`config.mk`:
```
export PLATFORM = sky130hd
export DESIGN_NAME = tet_timer_event
export DESIGN_NICKNAME = d
export VERILOG_FILES = /design/src/inc/tet_pkg.sv /design/src/logic/tet_timer_event.sv /design/src/logic/tet_noise_filter.sv
export SDC_FILE = /design/constraint.sdc
export NUM_CORES = 1
export LEC_CHECK = 0
export BUFFER_PORTS_ARGS = -buffer_cell sky130_fd_sc_hd__buf_4
export CAP_MARGIN = 20
export CORE_ASPECT_RATIO = 1.75
export CORE_UTILIZATION = 65
export CTS_CLUSTER_DIAMETER = 50
export DETAILED_ROUTE_END_ITERATION = 6
export GPL_TIMING_DRIVEN = 0
export PLACE_DENSITY = 0.84
export SLEW_MARGIN = 0
export SYNTH_ARGS = -nofsm -noshare
export SYNTH_HDL_FRONTEND = slang
export SYNTH_SLANG_ARGS = --single-unit
```
`constraint.sdc`:
```
create_clock -name mclk_i -period 5.7 [get_ports mclk_i]
set_input_delay 1.425 -clock mclk_i [delete_from_list [all_inputs] [get_ports mclk_i]]
set_output_delay 1.425 -clock mclk_i [all_outputs]
set_load 0.01 [all_outputs]
```
`src/inc/tet_pkg.sv`:
```
package tet_pkg;

    // ----------------------------------------------------------------
    // Register port geometry and register indices
    // ----------------------------------------------------------------
    localparam int DW = 8;
    localparam int AW = 4;
    localparam logic [AW-1:0] ADDR_CNT_HI = 4'h0;
    localparam logic [AW-1:0] ADDR_CNT_LO = 4'h1;
    localparam logic [AW-1:0] ADDR_PER_HI = 4'h2;
    localparam logic [AW-1:0] ADDR_PER_LO = 4'h3;
    localparam logic [AW-1:0] ADDR_TCON = 4'h4;
    localparam logic [AW-1:0] ADDR_IRQ_PRIO = 4'h5;
    localparam logic [AW-1:0] ADDR_IRQ_EN = 4'h6;
    localparam logic [AW-1:0] ADDR_IRQ_FLAG = 4'h7;
    localparam logic [AW-1:0] ADDR_CAPTURE1_CTL = 4'h8;
    localparam logic [AW-1:0] ADDR_FLT_CTL = 4'h9;

    // ----------------------------------------------------------------
    // Field positions and reset values
    // ----------------------------------------------------------------
    localparam int IRQ_BIT = 0;
    localparam int FLT_EN_BIT = 6;
    localparam int FLT_CTL_W = 7;
    localparam int CAP_MODE_W = 4;
    localparam logic [DW-1:0] RST_BYTE = 8'h00;
    localparam logic [15:0] RST_WORD = 16'h0000;
    localparam logic [15:0] PERIOD_RST = 16'hffff;
    localparam logic [CAP_MODE_W-1:0] CAP_MODE_TRIG_A = 4'he;
    localparam logic [CAP_MODE_W-1:0] CAP_MODE_TRIG_B = 4'hf;

    // ----------------------------------------------------------------
    // Quarter phases, sampling and prescaler
    // ----------------------------------------------------------------
    localparam logic [1:0] PH_Q1 = 2'h0;
    localparam logic [1:0] PH_SECOND = 2'h1;
    localparam logic [1:0] PH_THIRD = 2'h2;
    localparam logic [1:0] PH_FOURTH = 2'h3;
    localparam int FILT_LEN = 3;
    localparam logic [2:0] RISE_PATTERN = 3'h3;
    localparam logic [2:0] PS_FULL = 3'h7;
    localparam logic [1:0] PS_TOP = 2'h3;

    // ----------------------------------------------------------------
    // Types
    // ----------------------------------------------------------------
    typedef struct packed {
        logic sleep_run_enable;
        logic trigger_reset_disable;
        logic single_shot_select;
        logic [1:0] prescale;
        logic sync_bypass;
        logic external_clock_select;
        logic timer_run;
    } tet_tcon_t;

    typedef enum logic [2:0] {
        EV_IDLE = 3'h1,
        EV_WAIT_TRIG = 3'h2,
        EV_WAIT_IRQ = 3'h4
    } tet_ev_state_t;

endpackage : tet_pkg

```
`src/logic/tet_timer_event.sv`:
```
`timescale 1ns/1ps
// Function
// - Enabled filter passes a new input level only after three stable samples.
// - Filter enable is bit 6 of the shared filter control register.
// - Brown-out reset clears filter enable, so the filter is bypassed.
// - On match, interrupt raised at fourth-quarter edge, flag set next instruction cycle.
// - Rollover to flag set takes at most one instruction cycle in synchronous modes.
// - Prescaled match interrupts on first fourth-quarter edge after count resets.
// - Each match in a synchronous mode emits a trigger pulse timed to end of third quarter.
// - Trigger-reset comes from capture one only in modes 1110 or 1111.
// - Trigger-reset disable bit 6 of timer control blocks the trigger-reset.
// - Accepted trigger-reset clears the count in continuous and single-shot.
// - Single-shot and stopped: capture one edge sets the run bit.
// - After such a start the count advances on the next timer clock.
// - Later period match clears the run bit and stops the timer.
// - Time-out after a capture start emits the trigger output in synchronous modes.
// - Bus write to the count beats a coincident trigger-reset.
// - Sleep-run clear: timer stops in sleep whatever the clock source.
// - Sleep counting only with run, sleep-run, external and bypass set.
// - Match while counting in sleep raises an interrupt that can wake.
// - Asynchronous clocking advances on each timer clock without phase sync.
// - Count reaching period wraps to zero and sets the match flag.
// - Sync counter samples input in second and fourth quarters, rise over three samples.
module tet_timer_event (
    // Clock and resets
    input wire logic mclk_i,
    input wire logic rst_i,
    input wire logic bor_i,
    // Register port
    input wire logic [tet_pkg::AW-1:0] addr_i,
    input wire logic [tet_pkg::DW-1:0] wdata_i,
    input wire logic wr_i,
    input wire logic rd_i,
    output logic [tet_pkg::DW-1:0] rdata_o,
    // Device state and pins
    input wire logic sleep_i,
    input wire logic external_count_input_i,
    input wire logic capture1_input_i,
    // Events
    output logic trig_o,
    output logic irq_o,
    output logic irq_priority_o,
    output logic wake_o
);

    // ----------------------------------------------------------------
    // State
    // ----------------------------------------------------------------
    logic [1:0] phase;
    tet_pkg::tet_tcon_t tcon;
    tet_pkg::tet_tcon_t next_tcon;
    logic [tet_pkg::DW-1:0] hbuf;
    logic [15:0] count_value;
    logic [15:0] period_value;
    logic period_match_flag;
    logic period_match_irq_enable;
    logic period_match_irq_priority;
    logic [tet_pkg::CAP_MODE_W-1:0] capture1_mode;
    logic [tet_pkg::FLT_CTL_W-1:0] flt_ctl;
    logic [2:0] ps_cnt;
    logic [2:0] smp;
    logic cnt_pend;
    logic filt_d;
    tet_pkg::tet_ev_state_t state;
    tet_pkg::tet_ev_state_t next_state;

    // ----------------------------------------------------------------
    // Register decode
    // ----------------------------------------------------------------
    wire wr_cnt_hi = wr_i && (addr_i == tet_pkg::ADDR_CNT_HI);
    wire wr_cnt_lo = wr_i && (addr_i == tet_pkg::ADDR_CNT_LO);
    wire wr_per_hi = wr_i && (addr_i == tet_pkg::ADDR_PER_HI);
    wire wr_per_lo = wr_i && (addr_i == tet_pkg::ADDR_PER_LO);
    wire wr_tcon = wr_i && (addr_i == tet_pkg::ADDR_TCON);
    wire wr_prio = wr_i && (addr_i == tet_pkg::ADDR_IRQ_PRIO);
    wire wr_en = wr_i && (addr_i == tet_pkg::ADDR_IRQ_EN);
    wire wr_flag = wr_i && (addr_i == tet_pkg::ADDR_IRQ_FLAG);
    wire wr_cap = wr_i && (addr_i == tet_pkg::ADDR_CAPTURE1_CTL);
    wire wr_flt = wr_i && (addr_i == tet_pkg::ADDR_FLT_CTL);
    wire rd_cnt_lo = rd_i && (addr_i == tet_pkg::ADDR_CNT_LO);

    wire [tet_pkg::DW-1:0] rd_mux =
        (addr_i == tet_pkg::ADDR_CNT_HI) ? hbuf :
        (addr_i == tet_pkg::ADDR_CNT_LO) ? count_value[7:0] :
        (addr_i == tet_pkg::ADDR_PER_HI) ? period_value[15:8] :
        (addr_i == tet_pkg::ADDR_PER_LO) ? period_value[7:0] :
        (addr_i == tet_pkg::ADDR_TCON) ? tcon :
        (addr_i == tet_pkg::ADDR_IRQ_PRIO) ? {7'h00, period_match_irq_priority} :
        (addr_i == tet_pkg::ADDR_IRQ_EN) ? {7'h00, period_match_irq_enable} :
        (addr_i == tet_pkg::ADDR_IRQ_FLAG) ? {7'h00, period_match_flag} :
        (addr_i == tet_pkg::ADDR_CAPTURE1_CTL) ? {4'h0, capture1_mode} :
        (addr_i == tet_pkg::ADDR_FLT_CTL) ? {1'h0, flt_ctl} :
        tet_pkg::RST_BYTE;

    // ----------------------------------------------------------------
    // Input filter and sampling
    // ----------------------------------------------------------------
    wire count_filter_enable = flt_ctl[tet_pkg::FLT_EN_BIT];
    wire filt;

    tet_noise_filter u_filt (
        .mclk_i(mclk_i),
        .rst_i(rst_i),
        .en_i(count_filter_enable),
        .sample_i(phase == tet_pkg::PH_Q1),
        .din_i(external_count_input_i),
        .dout_o(filt)
    );

    // Synchronous counter samples twice per instruction cycle
    wire smp_now = (phase == tet_pkg::PH_SECOND) || (phase == tet_pkg::PH_FOURTH);
    wire [2:0] smp_next = {smp[1:0], filt};
    wire rise_seen = smp_now && (smp_next == tet_pkg::RISE_PATTERN);

    // ----------------------------------------------------------------
    // Timer clock selection and prescaler
    // ----------------------------------------------------------------
    wire ext_sel = tcon.external_clock_select;
    wire async_mode = ext_sel && tcon.sync_bypass;
    wire at_q1 = (phase == tet_pkg::PH_Q1);
    // Asynchronous mode counts on any core cycle, not only on Q1
    wire clk_evt = !ext_sel ? at_q1 :
                   !tcon.sync_bypass ? (at_q1 && cnt_pend) :
                   (filt && !filt_d);
    // Only the fully asynchronous external path survives sleep
    wire sleep_ok = tcon.timer_run && tcon.sleep_run_enable && async_mode;
    wire run_ok = tcon.timer_run && (!sleep_i || sleep_ok);

    wire cap_mode_ok = (capture1_mode == tet_pkg::CAP_MODE_TRIG_A) ||
                       (capture1_mode == tet_pkg::CAP_MODE_TRIG_B);
    wire trig_reset_ok = capture1_input_i && cap_mode_ok &&
                         !tcon.trigger_reset_disable;
    wire hw_start = trig_reset_ok && tcon.single_shot_select && !tcon.timer_run;

    wire [2:0] ps_mask = tet_pkg::PS_FULL >> (tet_pkg::PS_TOP - tcon.prescale);
    wire ps_full = (ps_cnt & ps_mask) == ps_mask;
    wire tick = run_ok && clk_evt && ps_full;
    wire match_evt = tick && (count_value == period_value);

    // Prescaler restarts on count write, stop or trigger-reset
    wire ps_clr = wr_cnt_lo || !tcon.timer_run || trig_reset_ok;
    wire [2:0] next_ps = ps_clr ? 3'h0 :
                         (run_ok && clk_evt) ? ((ps_cnt + 3'h1) & ps_mask) : ps_cnt;

    // ----------------------------------------------------------------
    // Count, buffers and control
    // ----------------------------------------------------------------
    // A bus write beats the trigger-reset, which beats the wrap
    wire [15:0] next_count =
        wr_cnt_lo ? {hbuf, wdata_i} :
        trig_reset_ok ? tet_pkg::RST_WORD :
        match_evt ? tet_pkg::RST_WORD :
        tick ? count_value + 16'h0001 :
        count_value;

    wire [tet_pkg::DW-1:0] next_hbuf = wr_cnt_hi ? wdata_i :
                                       rd_cnt_lo ? count_value[15:8] : hbuf;

    always_comb begin
        next_tcon = tcon;
        if (wr_tcon) begin
            next_tcon = tet_pkg::tet_tcon_t'(wdata_i);
        end else if (hw_start) begin
            next_tcon.timer_run = 1'h1;
        end else if (match_evt && tcon.single_shot_select) begin
            next_tcon.timer_run = 1'h0;
        end
    end

    // ----------------------------------------------------------------
    // Match event sequencer
    // ----------------------------------------------------------------
    // A match seen in the third quarter skips the trigger; that is the
    // asynchronous case, where the trigger is not to be relied on.
    always_comb begin
        next_state = state;
        case (state)
            tet_pkg::EV_IDLE: begin
                if (match_evt) begin
                    next_state = tet_pkg::EV_WAIT_TRIG;
                end
            end
            tet_pkg::EV_WAIT_TRIG: begin
                if (phase == tet_pkg::PH_THIRD) begin
                    next_state = tet_pkg::EV_WAIT_IRQ;
                end else if (phase == tet_pkg::PH_FOURTH) begin
                    next_state = tet_pkg::EV_IDLE;
                end
            end
            tet_pkg::EV_WAIT_IRQ: begin
                if (phase == tet_pkg::PH_FOURTH) begin
                    next_state = tet_pkg::EV_IDLE;
                end
            end
            default: begin
                next_state = tet_pkg::EV_IDLE;
            end
        endcase
    end

    wire next_trig = (state == tet_pkg::EV_WAIT_TRIG) && (phase == tet_pkg::PH_THIRD);
    wire flag_set = (state != tet_pkg::EV_IDLE) && (phase == tet_pkg::PH_FOURTH);
    // Hardware set wins over a software clear in the same cycle
    wire next_flag = flag_set || (wr_flag ? wdata_i[tet_pkg::IRQ_BIT] : period_match_flag);

    // ----------------------------------------------------------------
    // Flip-flops
    // ----------------------------------------------------------------
    always_ff @(posedge mclk_i) begin
        if (rst_i) begin
            phase <= tet_pkg::PH_Q1;
        end else begin
            phase <= phase + 2'h1;
        end
    end

    always_ff @(posedge mclk_i) begin
        if (rst_i) begin
            smp <= 3'h0;
            cnt_pend <= 1'h0;
            filt_d <= 1'h0;
            ps_cnt <= 3'h0;
        end else begin
            if (smp_now) begin
                smp <= smp_next;
            end
            cnt_pend <= rise_seen || (cnt_pend && !at_q1);
            filt_d <= filt;
            ps_cnt <= next_ps;
        end
    end

    always_ff @(posedge mclk_i) begin
        if (rst_i) begin
            count_value <= tet_pkg::RST_WORD;
            hbuf <= tet_pkg::RST_BYTE;
            tcon <= tet_pkg::tet_tcon_t'(tet_pkg::RST_BYTE);
        end else begin
            count_value <= next_count;
            hbuf <= next_hbuf;
            tcon <= next_tcon;
        end
    end

    always_ff @(posedge mclk_i) begin
        if (rst_i) begin
            period_value <= tet_pkg::PERIOD_RST;
        end else begin
            if (wr_per_hi) begin
                period_value[15:8] <= wdata_i;
            end
            if (wr_per_lo) begin
                period_value[7:0] <= wdata_i;
            end
        end
    end

    always_ff @(posedge mclk_i) begin
        if (rst_i) begin
            period_match_flag <= 1'h0;
            period_match_irq_enable <= 1'h0;
            period_match_irq_priority <= 1'h0;
            capture1_mode <= 4'h0;
        end else begin
            period_match_flag <= next_flag;
            if (wr_en) begin
                period_match_irq_enable <= wdata_i[tet_pkg::IRQ_BIT];
            end
            if (wr_prio) begin
                period_match_irq_priority <= wdata_i[tet_pkg::IRQ_BIT];
            end
            if (wr_cap) begin
                capture1_mode <= wdata_i[tet_pkg::CAP_MODE_W-1:0];
            end
        end
    end

    // Brown-out takes precedence over a write in the same cycle
    always_ff @(posedge mclk_i) begin
        if (rst_i || bor_i) begin
            flt_ctl <= 7'h00;
        end else if (wr_flt) begin
            flt_ctl <= wdata_i[tet_pkg::FLT_CTL_W-1:0];
        end
    end

    always_ff @(posedge mclk_i) begin
        if (rst_i) begin
            state <= tet_pkg::EV_IDLE;
            trig_o <= 1'h0;
            rdata_o <= tet_pkg::RST_BYTE;
        end else begin
            state <= next_state;
            trig_o <= next_trig;
            rdata_o <= rd_i ? rd_mux : tet_pkg::RST_BYTE;
        end
    end

    // ----------------------------------------------------------------
    // Interrupt outputs
    // ----------------------------------------------------------------
    assign irq_o = period_match_flag && period_match_irq_enable;
    assign irq_priority_o = period_match_irq_priority;
    assign wake_o = irq_o && sleep_i;
endmodule : tet_timer_event

```
`src/logic/tet_noise_filter.sv`:
```
`timescale 1ns/1ps
module tet_noise_filter (
    // Clock and reset
    input wire logic mclk_i,
    input wire logic rst_i,
    // Control
    input wire logic en_i,
    input wire logic sample_i,
    // Level in and out
    input wire logic din_i,
    output logic dout_o
);

    logic [tet_pkg::FILT_LEN-1:0] hist;
    logic next_dout;
    wire stable_hi = &hist;
    wire stable_lo = ~|hist;

    // Bypassed filter follows the pin; enabled one waits for a full stable history
    assign next_dout = !en_i ? din_i :
                       stable_hi ? 1'h1 :
                       stable_lo ? 1'h0 : dout_o;

    always_ff @(posedge mclk_i) begin
        if (rst_i) begin
            hist <= '0;
            dout_o <= 1'h0;
        end else begin
            if (sample_i) begin
                hist <= {hist[tet_pkg::FILT_LEN-2:0], din_i};
            end
            dout_o <= next_dout;
        end
    end
endmodule : tet_noise_filter

```
---- Yosys cells after proc, flatten, opt, wreduce, memory -nomap -nowiden ----
Index checks and enable logic that the tools add are counted.
word-level totals
  register bits after elaboration ......... 87
  input port bits ......................... 20
  output and inout port bits .............. 12
  logic and storage cells ................. 139
cells by class
  $add $sub $neg .......................... 4
  equal/unequal tests ..................... 23
  shift-type cells ........................ 1
  multiplexer cells ....................... 29
  bitwise logic cells ..................... 3
  reductions and logical operators ........ 53
operator list
  operator                                        count
  2-to-1 mux 16 bit                               4
  2-to-1 mux 8 bit                                7
  2-to-1 mux 7 bit                                5
  logical AND 1 bit                               31
  adder 16 x 1 -> 16 bit (second input constant)  1
  == test 16 bit                                  1
  == test 4 x 3 -> 1 bit (second input constant)  4
  == test 4 bit (second input constant)           4
  2-to-1 mux 1 bit                                9
  2-to-1 mux 3 bit                                3
  case mux 3 bit (3 select lines)                 1
  == test 4 x 2 -> 1 bit (second input constant)  2
  logical OR 1 bit                                8
  bitwise AND 3 bit                               2
  == test 3 x 2 -> 1 bit (second input constant)  2
  zero test 1 bit                                 5
  == test 2 bit (second input constant)           2
  == test 4 x 1 -> 1 bit (second input constant)  1
  zero test 4 bit                                 1
  nonzero test 4 bit                              1
  OR reduction 2 bit                              2
  adder 3 x 1 -> 3 bit (second input constant)    1
  == test 3 x 1 -> 1 bit (second input constant)  1
  == test 3 bit                                   1
  other kinds (14)                                14

---- Depth between registers and ports, before layout ----
  depth after elaboration ................. 11
  mapped depth ............................ 10
  gate-level depth less buffers ........... 8

---- By module ----
A second synthesis with hierarchy kept.
unflattened totals
  cell total of the unflattened synthesis .. 559
  area total of the unflattened synthesis .. 4601.9 um^2
by module, submodules not included
  module            times used  cells each  area each (um^2)  seq. area each (um^2)
  tet_timer_event   1           544         4445.5            1661.6
  tet_noise_filter  1           15          156.4             80.1

---- Least setup slack after synthesis ----
OpenSTA, ideal clock, no wires.
  kind .................................... input port to output port
  start point ............................. input sleep_i
  end point ............................... output wake_o
  arrival time ............................ 1.605 ns
  required time ........................... 4.275 ns
  setup slack ............................. 2.670 ns
  cell stages on the path ................. 1
  path buffers ............................ 0
  cells stage by stage .................... and3_1
between the ends
  longest elaborated chain between the ends .. 1
RTL lines
  what               RTL line                source
  start, declared    tet_timer_event.sv:36   input wire logic sleep_i,
  logical AND 1 bit  tet_timer_event.sv:304  assign wake_o = irq_o && sleep_i;
  end, declared      tet_timer_event.sv:43   output logic wake_o
Every way passes these cells.

---- Worst setup path after layout ----
Same ends and word-level chain as after synthesis.

==> flow_metrics.tcl <==
set metrics [dict create \
    status "complete, no violations" \
    routed_via_density 6.83 \
    yosys.area_share.simple_pct 27.3 \
    clkPwrFrac_pct 42.4 \
    cts-root-buf "clkbuf_16" \
    synth_top_family_by_area "simple AND/OR/NAND/NOR gates" \
    start_util_pct 67.7 \
    routed_wl_microns 14400 \
    grt_pass1_wl_microns 22500 \
    clk_path_buf_depth 2 \
    path_delay_family "buffers and inverters" \
    gp_congestion 0.958 \
    period_share_pct 57.5 \
    timing.setup.tns_ns 0 \
    fin_nets 615 \
    rrSetupSlack_ns 2.98 \
    pwr-share-seq_pct 48.5 \
    avgSynthCellArea_sq_um 8.08 \
    netSwitchingPower_mw 0.337 \
    place_hpwl_microns 10500 \
    fin_worst_skew_ns 0.00776 \
    synth_area_leaders "dfxtp_1, nand2_1, nor2_1, mux2i_1, a21oi_1" \
    cts_hold_repair.buffers 0 \
    synth-compound-area-share_pct 19.4 \
    drc 0 \
    synth_cell_types 57 \
    synth_fp_nets 578 \
    slowest_stage "and3_1" \
    antenna_cells 0 \
    clk_latency_ns 0.34 \
    syn_area_sq_um 4460 \
    path_buf_inv 2 \
    hold_viol_final 0 \
    maxCapViolCount 0 \
    rows 39 \
    power_frac_comb_pct 9.0 \
    ios 32 \
    core_area_sq_um 6590 \
    tightest_slew_ns 0.695 \
    post_cts_resized 0 \
    crit_path_max_fanout 3 \
    synth_xor_area_share_pct 3.14 \
    min_period_ns 3.28 \
    dp.cells 660 \
    wl_per_cell_microns 21.3 \
    grt_max_degree 16 \
    whs_path_depth 1 \
    power-per-cell-area_nw_per_um2 260 \
    clock-sinks 87 \
    crit_start "sleep_i" \
    synth_edf_count 0 \
    yosysSeqAreaShare_pct 39.0 \
    cp-end-kind "output pin" \
    grt-ovfl-total 0 \
    relSlewSlack_pct 53.3 \
    drive_gt1_share_pct 11.8 \
    critPathKind "in2out" \
    worst_setup_path_start_kind "input pin" \
    post_cts_buffers 0 \
    place.port_buffers 26 \
    clk_pin_slew_ns 0.06 \
    rr_endpoint "count_value[12]$_SDFFE_PP0P_" \
    switching_share_pct 25.8 \
    drtAntennaViolNets 0 \
    p_leak_nw 1.83 \
    tritoncts "built" \
    rsz0062_at_grt "false" \
    postSynthCellCount 552 \
    yosys.area_share.adder_pct 1.68 \
    critical_path.cell_chain "buf_4 -> and3_1 -> buf_4" \
    critical_path_arrival_ns 1.85 \
    min_to "state[1]$_SDFFE_PP0P_" \
    synth.most_common_cell "nand2_1" \
    r2r_start "phase[0]$_SDFF_PP0_" \
    grt_pass1_vias 4560 \
    hold_path.class "reg2reg" \
    synthArstFlopShare_pct 0 \
    die_x_microns 64.6 \
    synth_top_area_cell "dfxtp_1" \
    hp-start "state[2]$_SDFFE_PP0P_" \
    die_area_sq_um 7210 \
    synth_mux_area_share_pct 5.30 \
    grt_use_total_pct 41.3 \
    ys_seq_elements 87 \
    antenna_found_initial 0 \
    dr_total_vias 4618 \
    ys.flop_type "dfxtp_1" \
    fmax_mhz 305 \
    stdcell_count 676 \
    ir_drop_mv 0.215 \
    crit_required_ns 4.28 \
    cts_max_level 3 \
    crit_top_cell "buf_4" \
    drt_pass1_iterations 6 \
    ff2ff_path_depth 10 \
    cpPeakStageDelay_ns 0.16 \
    drt_iter0_drc 550 \
    cts_buffers 9 \
    intPower_mw 0.972 \
    synth_warnings 0 \
    synth_top_area_share_pct 39.0 \
    synth_common_cells "nand2_1, dfxtp_1, nor2_1" \
    finalSetupViolations 0 \
    die_y_microns 112 \
    area.growth.synth_to_final_pct 13.0 \
    slew_viol_final 0 \
]
==> power by group through the flow <==
| stage | clock network (mW) | registers, mW | logic [mW] |
|---|---|---|---|
| 5_1_grt | 0.582 | 0.636 | 0.126 |
| 2_1_floorplan | 0 | 0.643 | 0.0704 |
| 3_3_place_gp | 0 | 0.647 | 0.111 |
| 6_report | 0.556 | 0.635 | 0.118 |
| 3_5_place_dp | 0 | 0.648 | 0.113 |
| 4_1_cts | 0.551 | 0.634 | 0.115 |
==> flip-flops by register name, indices dropped and copies added (netlist names), 2 cells and up <==
register and flops:
capture1_mode 4, count_value 16, flt_ctl 7, hbuf 8, period_value 16, phase 2, ps_cnt 3, rdata_o 8
smp 2, state 3, tcon 7, u_filt.hist 3
==> metrics by stage <==
step,util [%],power [mW],area [sq um],hold WS [ns],setup WS [ns]
after detailed placement,72.2,0.761,4760,0.453,2.43
after CTS,76.5,1.30,5040,0.462,2.42
after floorplan,-,0.714,4460,0.424,2.67
after global placement,72.2,0.758,4760,0.440,2.43
final,76.5,1.31,5040,0.467,2.42
after global routing,76.5,1.34,5040,0.491,2.42
==> layer usage <==
layer / share of wire, % / GRT usage [%] / wire length [microns]
met1: 35 / 43.1 / 5020
met2: 50 / 70.9 / 7200
met3: 7.9 / 8.81 / 1140
met4: 7.1 / 30.2 / 1020
met5: 0 / 0 / 0
==> worst reg2reg max path, stage by stage, from the launching register on <==
cell	delay, ns
dfxtp_1	0.41
inv_1	0.12
ha_1	0.21
buf_2	0.17
nand2_1	0.08
a211oi_2	0.06
o211ai_1	0.42
clkbuf_1	0.41
o31ai_1	0.16
a222oi_1	0.47
nor2_1	0.07
==> worst max-delay path by stage <==
stage / endpoint / slack [ns] / depth (start not counted)
6_report: wake_o / 2.42 / 3
5_1_grt: wake_o / 2.42 / 3
3_3_place_gp: wake_o / 2.43 / 3
4_1_cts: wake_o / 2.42 / 3
2_1_floorplan: wake_o / 2.67 / 1
3_5_place_dp: wake_o / 2.43 / 3
==> placed cells by master (no fill, tap or decap), types with 17 or more instances in the layout <==
| cell | synthesis | final |
|---|---|---|
| nor2_1 | 59 | 59 |
| buf_4 | 1 | 27 |
| mux2i_1 | 18 | 18 |
| nor3_1 | 19 | 19 |
| a21oi_1 | 34 | 34 |
| o21ai_0 | 18 | 18 |
| clkbuf_1 | 17 | 17 |
| dfxtp_1 | 87 | 87 |
| nand2_1 | 89 | 89 |
| nand3b_1 | 17 | 17 |
| nand3_1 | 17 | 17 |
==> area by class of cell <==
type                            count  area, sq um
Timing Repair Buffer               26          195
Multi-Input combinational cell    422         2540
Buffer                             33          143
Clock inverter                      6         42.5
Tap cell                           82          103
Inverter                           10         37.5
Clock buffer                       10          239
Fill cell                         516         1550
Sequential cell                    87         1740
==> cell families after synthesis <==
family,count (synthesis)
compound gates,124
xor+xnor,16
fa+ha+maj,6
buf+inv,43
flops,87
mux,22
simple gates,254
Power figures use the tool's default switching activity.
